[config.mk]
export PLATFORM = sky130hd
export DESIGN_NAME = dwh_top
export DESIGN_NICKNAME = d
export VERILOG_FILES = /design/src/dwh_pkg.sv /design/src/dwh_pin_sync.sv /design/src/dwh_ser_div.sv /design/src/dwh_top.sv
export SDC_FILE = /design/constraint.sdc
export NUM_CORES = 1
export LEC_CHECK = 0
export BUFFER_PORTS_ARGS = -buffer_cell sky130_fd_sc_hd__buf_2
export CORE_MARGIN = 2
export CORE_UTILIZATION = 55
export CTS_CLUSTER_DIAMETER = 120
export CTS_CLUSTER_SIZE = 20
export DETAILED_ROUTE_END_ITERATION = 10
export GPL_TIMING_DRIVEN = 0
export PLACE_DENSITY = 0.74
export SLEW_MARGIN = 40
export SYNTH_ARGS = -nofsm -noshare
export SYNTH_HDL_FRONTEND = slang
export SYNTH_SLANG_ARGS = --single-unit
[constraint.sdc]
create_clock -name clk -period 2.2 [get_ports clk]
set_input_delay 0.22 -clock clk [delete_from_list [all_inputs] [get_ports clk]]
set_output_delay 0.22 -clock clk [all_outputs]
set_load 0.01 [all_outputs]
[src/dwh_pkg.sv]
// shared constants and types of the debug wire handshake block
`default_nettype none
package dwh_pkg;
    // core clock and serial clock relation
    localparam int CLK_PERIOD_NS = 10;
    localparam int SER_DIV = 8;
    localparam int SER_DIV_W = 3;
    localparam logic [SER_DIV_W-1:0] SER_DIV_LAST = 3'h7;
    // counters in serial clock cycles
    localparam int CNT_W = 10;
    localparam logic [CNT_W-1:0] SYNC_THRESH_TICKS = 10'h080;
    localparam logic [CNT_W-1:0] SYNC_DELAY_TICKS = 10'h010;
    localparam logic [CNT_W-1:0] SYNC_LOW_TICKS = 10'h080;
    localparam logic [CNT_W-1:0] ACK_LOW_TICKS = 10'h010;
    localparam logic [CNT_W-1:0] TIMEOUT_TICKS = 10'h200;
    localparam logic [CNT_W-1:0] CNT_ONE = 10'h001;
    // idle level of the open-drain pin
    localparam logic PIN_IDLE = 1'b1;

    // command classes handed in by the command decoder
    typedef enum logic [2:0] {
        KIND_READ = 3'h0,
        KIND_WRITE = 3'h1,
        KIND_HALT = 3'h2,
        KIND_RESUME = 3'h3,
        KIND_RUN_HALT = 3'h4,
        KIND_STEP = 3'h5,
        KIND_ACK_EN = 3'h6,
        KIND_ACK_DIS = 3'h7
    } dwh_kind_t;

    // pin level state machine, one-hot
    typedef enum logic [7:0] {
        ST_IDLE = 8'h01,
        ST_LOW_MEAS = 8'h02,
        ST_WAIT_HIGH = 8'h04,
        ST_SYNC_DELAY = 8'h08,
        ST_SYNC_LOW = 8'h10,
        ST_SYNC_SPEED = 8'h20,
        ST_ACK_LOW = 8'h40,
        ST_ACK_SPEED = 8'h80
    } dwh_state_t;
endpackage : dwh_pkg
`default_nettype wire

[src/dwh_pin_sync.sv]
// two flip-flop synchroniser for the debug pin
`default_nettype none
module dwh_pin_sync
    import dwh_pkg::*;
(
    input wire logic clk,
    input wire logic rst_n,
    input wire logic pin_async,
    output logic pin_sync
);
    typedef struct packed {
        logic meta;
        logic stable;
    } dwh_sync_t;

    dwh_sync_t s_reg;
    dwh_sync_t s_next;

    // first stage feeds only the second stage
    always_comb begin
        s_next.meta = pin_async;
        s_next.stable = s_reg.meta;
    end

    always_ff @(posedge clk) begin
        if (!rst_n) begin
            s_reg <= {PIN_IDLE, PIN_IDLE};
        end else begin
            s_reg <= s_next;
        end
    end

    assign pin_sync = s_reg.stable;
endmodule : dwh_pin_sync
`default_nettype wire

[src/dwh_ser_div.sv]
// serial clock tick: one core cycle in every eight
`default_nettype none
module dwh_ser_div
    import dwh_pkg::*;
(
    input wire logic clk,
    input wire logic rst_n,
    output logic tick
);
    typedef struct packed {
        logic [SER_DIV_W-1:0] cnt;
        logic tick;
    } dwh_div_t;

    dwh_div_t d_reg;
    dwh_div_t d_next;

    always_comb begin
        d_next.cnt = d_reg.cnt + {{(SER_DIV_W-1){1'b0}}, 1'b1};
        d_next.tick = (d_reg.cnt == SER_DIV_LAST);
    end

    always_ff @(posedge clk) begin
        if (!rst_n) begin
            d_reg <= '0;
        end else begin
            d_reg <= d_next;
        end
    end

    assign tick = d_reg.tick;
endmodule : dwh_ser_div
`default_nettype wire

[src/dwh_top.sv]
// debug wire handshake: acknowledge pulses, abort and timed reference
`default_nettype none
module dwh_top
    import dwh_pkg::*;
(
    input wire logic clk,
    input wire logic rst_n,
    input wire logic debug_serial_pin_in,
    output logic debug_serial_pin_out,
    output logic debug_serial_pin_oe_n,
    input wire logic cmd_valid,
    input wire logic [2:0] cmd_kind,
    input wire logic mem_busy,
    input wire logic mem_done,
    input wire logic cpu_enter_bg,
    input wire logic cpu_exit_bg,
    input wire logic xfer_partial,
    output logic abort_cmd,
    output logic soft_reset,
    output logic bit_start,
    output logic sync_seen,
    output logic ack_sent,
    output logic ack_enabled,
    output logic ack_pending
);
    typedef struct packed {
        dwh_state_t st;
        logic [CNT_W-1:0] cnt;
        logic [CNT_W-1:0] tout;
        logic ack_en;
        logic pend;
        dwh_kind_t kind;
        logic ack_rdy;
        logic pin_prev;
        logic abort_p;
        logic sreset_p;
        logic bit_p;
        logic ack_p;
        logic sync_p;
        logic pin_out;
        logic pin_oe_n;
    } dwh_core_t;

    dwh_core_t r_reg;
    dwh_core_t r_next;
    logic pin_s;
    logic tick;
    logic fall;
    logic take_abort;
    dwh_kind_t kind_in;

    dwh_pin_sync u_sync (
        .clk(clk),
        .rst_n(rst_n),
        .pin_async(debug_serial_pin_in),
        .pin_sync(pin_s)
    );

    dwh_ser_div u_div (
        .clk(clk),
        .rst_n(rst_n),
        .tick(tick)
    );

    assign kind_in = dwh_kind_t'(cmd_kind);
    assign fall = r_reg.pin_prev & ~pin_s;

    always_comb begin
        r_next = r_reg;
        take_abort = 1'b0;
        r_next.abort_p = 1'b0;
        r_next.sreset_p = 1'b0;
        r_next.bit_p = 1'b0;
        r_next.ack_p = 1'b0;
        r_next.sync_p = 1'b0;
        r_next.pin_prev = pin_s;
        // gap since the last falling edge, in serial cycles
        if (fall) begin
            r_next.tout = '0;
        end else if (tick && r_reg.tout != TIMEOUT_TICKS) begin
            r_next.tout = r_reg.tout + CNT_ONE;
        end
        if (cmd_valid) begin
            case (kind_in)
                KIND_ACK_EN: begin
                    r_next.ack_en = 1'b1;
                    r_next.pend = 1'b1;
                    r_next.kind = kind_in;
                    r_next.ack_rdy = 1'b1;
                end
                KIND_ACK_DIS: begin
                    r_next.ack_en = 1'b0;
                    r_next.pend = 1'b0;
                    r_next.ack_rdy = 1'b0;
                end
                default: begin
                    r_next.pend = r_reg.ack_en;
                    r_next.kind = kind_in;
                    r_next.ack_rdy = 1'b0;
                end
            endcase
        end else if (r_reg.pend && !r_reg.ack_rdy) begin
            case (r_reg.kind)
                KIND_READ, KIND_WRITE: r_next.ack_rdy = mem_done;
                KIND_RESUME: r_next.ack_rdy = cpu_exit_bg;
                KIND_HALT, KIND_RUN_HALT, KIND_STEP: begin
                    r_next.ack_rdy = cpu_enter_bg;
                end
                default: r_next.ack_rdy = 1'b0;
            endcase
        end
        case (r_reg.st)
            ST_IDLE: begin
                if (fall) begin
                    r_next.st = ST_LOW_MEAS;
                    r_next.cnt = '0;
                    // an aborting edge is not a command bit
                    take_abort = r_reg.pend;
                    r_next.bit_p = ~r_reg.pend;
                end else if (r_reg.pend && r_reg.ack_rdy && tick) begin
                    r_next.st = ST_ACK_LOW;
                    r_next.cnt = '0;
                    r_next.ack_p = 1'b1;
                    // a command taken this cycle stays pending for its own ack
                    if (!cmd_valid) begin
                        r_next.pend = 1'b0;
                        r_next.ack_rdy = 1'b0;
                    end
                end else if (xfer_partial && r_reg.tout == TIMEOUT_TICKS) begin
                    r_next.sreset_p = 1'b1;
                    r_next.tout = '0;
                end
            end
            ST_LOW_MEAS: begin
                if (pin_s) begin
                    r_next.st = ST_IDLE;
                end else if (tick) begin
                    if (r_reg.cnt == SYNC_THRESH_TICKS) begin
                        r_next.st = ST_WAIT_HIGH;
                        r_next.sync_p = 1'b1;
                        r_next.sreset_p = 1'b1;
                        take_abort = r_reg.pend;
                    end else begin
                        r_next.cnt = r_reg.cnt + CNT_ONE;
                    end
                end
            end
            ST_WAIT_HIGH: begin
                // no timeout here: a stuck low pin waits forever
                if (pin_s) begin
                    r_next.st = ST_SYNC_DELAY;
                    r_next.cnt = '0;
                end
            end
            ST_SYNC_DELAY: begin
                if (tick) begin
                    if (r_reg.cnt == SYNC_DELAY_TICKS - CNT_ONE) begin
                        r_next.st = ST_SYNC_LOW;
                        r_next.cnt = '0;
                    end else begin
                        r_next.cnt = r_reg.cnt + CNT_ONE;
                    end
                end
            end
            ST_SYNC_LOW: begin
                if (tick) begin
                    if (r_reg.cnt == SYNC_LOW_TICKS - CNT_ONE) begin
                        r_next.st = ST_SYNC_SPEED;
                        r_next.cnt = '0;
                    end else begin
                        r_next.cnt = r_reg.cnt + CNT_ONE;
                    end
                end
            end
            ST_ACK_LOW: begin
                if (tick) begin
                    if (r_reg.cnt == ACK_LOW_TICKS - CNT_ONE) begin
                        r_next.st = ST_ACK_SPEED;
                        r_next.cnt = '0;
                    end else begin
                        r_next.cnt = r_reg.cnt + CNT_ONE;
                    end
                end
            end
            ST_SYNC_SPEED, ST_ACK_SPEED: begin
                if (tick) begin
                    r_next.st = ST_IDLE;
                end
            end
            default: begin
                r_next.st = ST_IDLE;
            end
        endcase
        if (take_abort) begin
            r_next.pend = 1'b0;
            r_next.ack_rdy = 1'b0;
            r_next.sreset_p = 1'b1;
            // running access finishes; resume, run-halt and step cannot be recalled
            r_next.abort_p = !mem_busy && (r_reg.kind == KIND_READ
                || r_reg.kind == KIND_WRITE || r_reg.kind == KIND_HALT);
        end
        r_next.pin_out = (r_next.st == ST_SYNC_SPEED) || (r_next.st == ST_ACK_SPEED);
        r_next.pin_oe_n = !((r_next.st == ST_SYNC_LOW) || (r_next.st == ST_ACK_LOW)
            || r_next.pin_out);
    end

    always_ff @(posedge clk) begin
        if (!rst_n) begin
            r_reg <= '{st: ST_IDLE, kind: KIND_READ, pin_prev: PIN_IDLE,
                pin_oe_n: 1'b1, cnt: '0, tout: '0, ack_en: 1'b0, pend: 1'b0,
                ack_rdy: 1'b0, abort_p: 1'b0, sreset_p: 1'b0, bit_p: 1'b0,
                ack_p: 1'b0, sync_p: 1'b0, pin_out: 1'b0};
        end else begin
            r_reg <= r_next;
        end
    end

    assign debug_serial_pin_out = r_reg.pin_out;
    assign debug_serial_pin_oe_n = r_reg.pin_oe_n;
    assign abort_cmd = r_reg.abort_p;
    assign soft_reset = r_reg.sreset_p;
    assign bit_start = r_reg.bit_p;
    assign sync_seen = r_reg.sync_p;
    assign ack_sent = r_reg.ack_p;
    assign ack_enabled = r_reg.ack_en;
    assign ack_pending = r_reg.pend;
endmodule : dwh_top
`default_nettype wire

# Word-level counts from Yosys, hierarchy flattened

Index checks and enable logic that the tools add are counted.

Bits in registers: 48
Bits of input ports: 12
Output and inout bits: 9
Word-level logic and storage cells: 141

Add/subtract/negate cells: 3
Equal/unequal tests: 33
Muxes and demuxes: 54
Bitwise logic cells: 6
Reductions and logical operators: 26

Operators by type and width:

| operator                                                                | number |
|---|---|
| 18-bit 2-to-1 mux                                                       | 7 |
| 10-bit 2-to-1 mux                                                       | 10 |
| 10-bit case mux with 6 select lines                                     | 1 |
| 8-bit case mux with 7 select lines                                      | 1 |
| 8-bit 2-to-1 mux                                                        | 6 |
| 1-bit 2-to-1 mux                                                        | 23 |
| 10-bit by 1-bit adder with 10-bit output (second input constant)        | 2 |
| 8-bit by 5-bit equality test with 1-bit output (second input constant)  | 2 |
| 8-bit by 6-bit equality test with 1-bit output (second input constant)  | 2 |
| 8-bit by 7-bit equality test with 1-bit output (second input constant)  | 2 |
| 8-bit equality test (second input constant)                             | 2 |
| 3-bit equality test (second input constant)                             | 5 |
| 10-bit equality test (second input constant)                            | 1 |
| 10-bit by 4-bit equality test with 1-bit output (second input constant) | 1 |
| 10-bit by 7-bit equality test with 1-bit output (second input constant) | 1 |
| 10-bit by 8-bit equality test with 1-bit output (second input constant) | 1 |
| 10-bit != test (second input constant)                                  | 1 |
| 2-bit by 1-bit != test with 1-bit output (second input constant)        | 5 |
| 9-bit AND reduction                                                     | 1 |
| 8-bit by 1-bit equality test with 1-bit output (second input constant)  | 1 |
| 8-bit by 2-bit equality test with 1-bit output (second input constant)  | 1 |
| 8-bit by 3-bit equality test with 1-bit output (second input constant)  | 1 |
| 8-bit by 4-bit equality test with 1-bit output (second input constant)  | 1 |
| 3-bit by 2-bit equality test with 1-bit output (second input constant)  | 2 |
| other kinds (19)                                                        | 42 |

# Longest topological paths before layout

Depth after elaboration: 9
Depth in mapped cells: 9
Mapped depth without buffers: 8

# By module

A second synthesis with hierarchy kept.

Cell total of the unflattened synthesis: 292
Area, all modules: 2403.6 sq um

By module, submodules not included:

| module       | times used | cells each | area an instance (sq um) | sequential area each (sq um) |
|---|---|---|---|---|
| dwh_top      | 1          | 278        | 2218.4                   | 840.8 |
| dwh_ser_div  | 1          | 10         | 132.6                    | 80.1 |
| dwh_pin_sync | 1          | 4          | 52.6                     | 40.0 |

# Worst setup path after synthesis

Ideal clock, no wire load.

Kind: register to register
Start: register r_reg[39] (netlist name)
End: register r_reg[28] (netlist name)
Setup time: 0.125 ns
Arrival time: 1.945 ns
Required time: 2.075 ns
Slack: 0.130 ns
Cell stages (with the launch flop): 9
Path buffers: 2
Period minus slack after synthesis: 2.070 ns
Path through: dfxtp_1 > buf_4 > nor4_4 > o2111a_1 > a21oi_1 > or3_1 > buf_6 > a32oi_1 > o31ai_1

Word-level cells in the longest chain between the ends: 3
Elaborated cells on any way between the ends: 17
Classes of those cells: 14 x eq/ne; 1 x mux; 2 x reduce/logical

RTL lines:

| what                                                                         | RTL line       | source |
|---|---|---|
| start: declaration                                                           | dwh_top.sv:44  | `dwh_core_t r_reg;` |
| start signal: assignment                                                     | dwh_top.sv:209 | `r_reg <= '{st: ST_IDLE, kind: KIND_READ, pin_prev: PIN_IDLE,` |
| start signal: assignment                                                     | dwh_top.sv:214 | `r_reg <= r_next;` |
| 8-bit by 7-bit equality test with 1-bit output, or another cell as far along | dwh_top.sv:112 | `case (r_reg.st)` |
| 6-bit nonzero test (no line), or another cell as far along                   | n/a            |  |
| 9-bit AND reduction (no line)                                                | n/a            |  |

Parallel ways exist; a longest one is shown, timed or not.
A chain may end at the register's enable or synchronous reset.

# Worst setup path in the final report

Start: register r_reg[37] (netlist name)
End: register r_reg, in the netlist debug_serial_pin_out

Word-level cells in the longest chain between the ends: 6
Elaborated cells on any way between the ends: 26
Classes of those cells: 10 x eq/ne; 14 x mux; 2 x reduce/logical

RTL lines:

| what                                                                                  | RTL line       | source |
|---|---|---|
| 8-bit 2-to-1 mux                                                                      | dwh_top.sv:138 | `if (r_reg.cnt == SYNC_THRESH_TICKS) begin` |
| 18-bit 2-to-1 mux                                                                     | dwh_top.sv:137 | `end else if (tick) begin` |
| 8-bit 2-to-1 mux                                                                      | dwh_top.sv:135 | `if (pin_s) begin` |
| 8-bit case mux with 7 select lines (*)                                                | dwh_top.sv:112 |  |
| 8-bit by 6-bit equality test with 1-bit output or 8-bit equality test (tied branches) | dwh_top.sv:202 | `r_next.pin_out = (r_next.st == ST_SYNC_SPEED) \|\| (r_next.st == ST_ACK_SPEED);` |
| 1-bit logical OR (*)                                                                  | dwh_top.sv:202 |  |

Every way passes the cells marked *; elsewhere a longest branch is shown, timed or not. The select of a mux whose other input is x is not followed.

==> flow_metrics.py <==
metrics = {
    "critical_path": {
        "cp.depth": 8,
        "end_kind": "flip-flop",
        "crit_end": "debug_serial_pin_out",
        "cp_data_arrival_time_ps": 2410,
        "r2r-start": "r_reg[37]",
        "cp_slowest_cell": "a2111o_1",
        "ff2ff_setup_slack_ps": 40,
        "critPathMaxFanout": 9,
        "cp.required_ps": 2450,
        "worstPathCellList": "buf_4, xor2_1, o2111a_2, or3_4, buf_6, o311a_4, a2111o_1, a21oi_2",
        "crit_start": "r_reg[37]",
        "crit_buf_inv": 2,
        "r2r_end": "debug_serial_pin_out",
        "path_delay_family": "compound AO/OA/AOI/OAI gates",
        "max_stage_delay_ps": 440,
        "r2r_cells": 8,
        "worstSetupStartpointType": "flip-flop",
        "worstSetupPathType": "flip-flop to flip-flop",
    },
    "sta": {
        "drv_slew": 0,
        "finalHoldViolCount": 0,
        "finalSetupViolCount": 0,
        "clock.fmax_mhz": 464,
        "worst_slew_pin_slew_ps": 658,
        "slew_headroom_pct": 56.1,
        "rsz0062_at_grt": "true",
        "fin_crit_ps": 2160,
        "fin_setup_tns_ps": 0,
        "fin_worst_skew_ps": 7.66,
        "fin_crit_sh_pct": 98.0,
    },
    "cts": {
        "cts_tree": "built",
        "cts_sinks": 48,
        "cts-root-buf": "clkbuf_8",
        "postCtsHoldBufs": 0,
        "clk_latency_ps": 310,
        "numCtsBuffers": 5,
        "cts.htree.levels": 2,
        "clock_path_buffers": 2,
        "clkTransAtPathRegs_ps": 90,
    },
    "routing": {
        "via_per_inst": 6.17,
        "routedWlPerCell_um": 16.0,
        "drtIter0Drc": 286,
        "first_pass_iters": 5,
        "vias": 2492,
        "detail-route-antenna-nets": 0,
        "routed_wl_um": 6460,
        "remaining_drc_errors": 0,
    },
    "global_routing": {
        "antenna_found_initial": 0,
        "overflow": 0,
        "gr-usage-all-layers_pct": 23.4,
        "grt_pass1_wl_um": 9850,
        "grt_max_degree": 16,
        "grt_pass1_vias": 2080,
    },
    "die": {
        "io_pins": 21,
        "die_area_um2": 5370,
        "fp.coreArea_um2": 4660,
        "start_util_pct": 56.6,
        "num_rows": 25,
        "die_w_um": 73.3,
        "die_height_um": 73.3,
    },
    "logic_synthesis": {
        "yosys_most_used_dff": "dfxtp_1",
        "netlist_instances": 314,
        "syn-cell-area_um2": 2640,
        "async_flop_share_pct": 0,
        "synth_edf_count": 0,
        "synth_nets": 332,
        "synth.ff_latch_count": 48,
        "avgSynthCellArea_um2": 8.40,
        "synth.distinct_cells": 62,
        "yosys_warnings": 0,
        "yosysSeqAreaShare_pct": 36.4,
    },
    "cells_and_area": {
        "fin_cells": 404,
        "n_antenna_cell": 0,
        "largest_reg_flops": 33,
        "design_area_um2": 3180,
        "utilization_pct": 68.3,
        "drive_gt1_share_pct": 26.3,
        "syn2layout_area_growth_pct": 20.7,
        "fin_nets": 367,
    },
    "status": {
        "status": "finished clean",
    },
    "power": {
        "vdd_drop_max_uv": 471,
        "combPwrFrac_pct": 11.1,
        "leakage_uw": 0.00120,
        "netSwitchingFraction_pct": 26.0,
        "clock_power_share_pct": 34.5,
        "switchingPower_uw": 430,
        "p_per_area_nw_per_um2": 518,
        "pwr-share-seq_pct": 54.5,
        "p_int_uw": 1220,
    },
    "job": {
        "maxCapViolations": 0,
    },
    "placed_design": {
        "placed_area_um2": 2800,
        "dp_cells": 387,
        "hpwl_um": 4330,
        "io_buffers": 19,
        "globalplace.congestion": 0.871,
    },
    "min_path": {
        "hp-class": "input port to flip-flop",
    },
}
cells by family after synthesis:
family / Yosys count / share of synthesized area, %
mux: 1 / 0.379
fa+ha+maj: 6 / 2.84
flops: 48 / 36.4
compound gates: 70 / 19.4
xor+xnor: 13 / 4.31
buf+inv: 29 / 5.41
simple gates: 147 / 31.2
power by group through the flow:
stage	logic, µW	registers [µW]	clock network (µW)
after global placement	146	917	0
after floorplan	102	917	0
final	182	899	569
after global routing	197	901	608
after CTS	151	898	577
after detailed placement	148	917	0
routing by layer:
layer / up-vias / global-route usage (%) / wire length [µm] / part of all wire [%]
met3: 14 / 4.12 / 292 / 4.5
met4: 0 / 6.17 / 116 / 1.8
li1: 1224 / - / - / -
met1: 1167 / 33.5 / 3040 / 47
met2: 87 / 36.3 / 3020 / 47
met5: - / 0 / 0 / 0
synthesized netlist by cell type (6+ instances only):
master / instances / area [µm²]
dfxtp_1: 48 / 961
nor2_1: 32 / 120
nand2_1: 23 / 86.3
nand3_1: 21 / 105
a21oi_1: 17 / 85.1
inv_1: 14 / 52.6
and2_1: 9 / 56.3
xor2_1: 9 / 78.8
nor3_1: 8 / 40.0
o21ai_0: 7 / 35.0
buf_2: 6 / 30.0
ha_1: 6 / 75.1
nand4_1: 6 / 37.5
o31ai_1: 6 / 45.0
or3_1: 6 / 37.5
what timing repair did:
action	4_1_cts	5_1_grt
setup endpoints to repair	23	22
pin swaps	3	15
gates resized for setup	6	41
setup buffers	2	9
hold endpoints to repair	0	0
worst register-to-register path: cells and delay by family (launching register included):
family / cells / cell delay (ps)
buffers and inverters: 2 / 300
xor gates and xnor gates: 1 / 150
AOI/OAI and AO/OA: 4 / 950
and+or+nand+nor: 1 / 380
DFF: 1 / 310
worst min-delay path by stage:
stage,slack [ps],cells past startpoint,to,from
final,90,2,u_sync.s_next[0],debug_serial_pin_in
after global placement,400,1,u_sync.pin_sync,u_sync.s_next[0]
after CTS,90,2,u_sync.s_next[0],debug_serial_pin_in
after global routing,110,2,u_sync.s_next[0],debug_serial_pin_in
after floorplan,320,1,u_sync.s_next[0],debug_serial_pin_in
after detailed placement,400,1,u_sync.pin_sync,u_sync.s_next[0]
through the flow:
step	total power (µW)	hold slack (ps)	setup WS, ps
after global placement	1060	397	-131
final	1650	89.4	44.7
after CTS	1630	88.6	2.38
after detailed placement	1070	400	-115
after global routing	1710	106	-27.5
after floorplan	1020	321	130
layout make-up:
class / instances / area [µm²]
multi-input combinational: 237 / 1700
fill: 396 / 1480
sequential: 48 / 971
timing repair buffer: 30 / 198
buffer: 13 / 100
clock buffer: 6 / 82.6
tap: 54 / 67.6
inverter: 14 / 52.6
clock inverter: 2 / 15.0
cells in the final DEF (no fill, tap or decap), types with 4 or more instances in the layout:
master,n
nand4_1,6
and3_1,5
xnor2_1,4
nor4_1,4
buf_6,6
dfxtp_2,8
nor3_1,7
buf_4,10
nand3_1,20
nor2_1,30
a21oi_1,16
nand2_1,23
clkbuf_8,6
ha_1,5
nor2b_1,4
and2_1,9
or3_1,5
buf_2,21
o31ai_1,4
dfxtp_1,40
xor2_1,9
o21ai_0,7
inv_1,14
clkbuf_1,4
(Power assumes the default switching activity.)
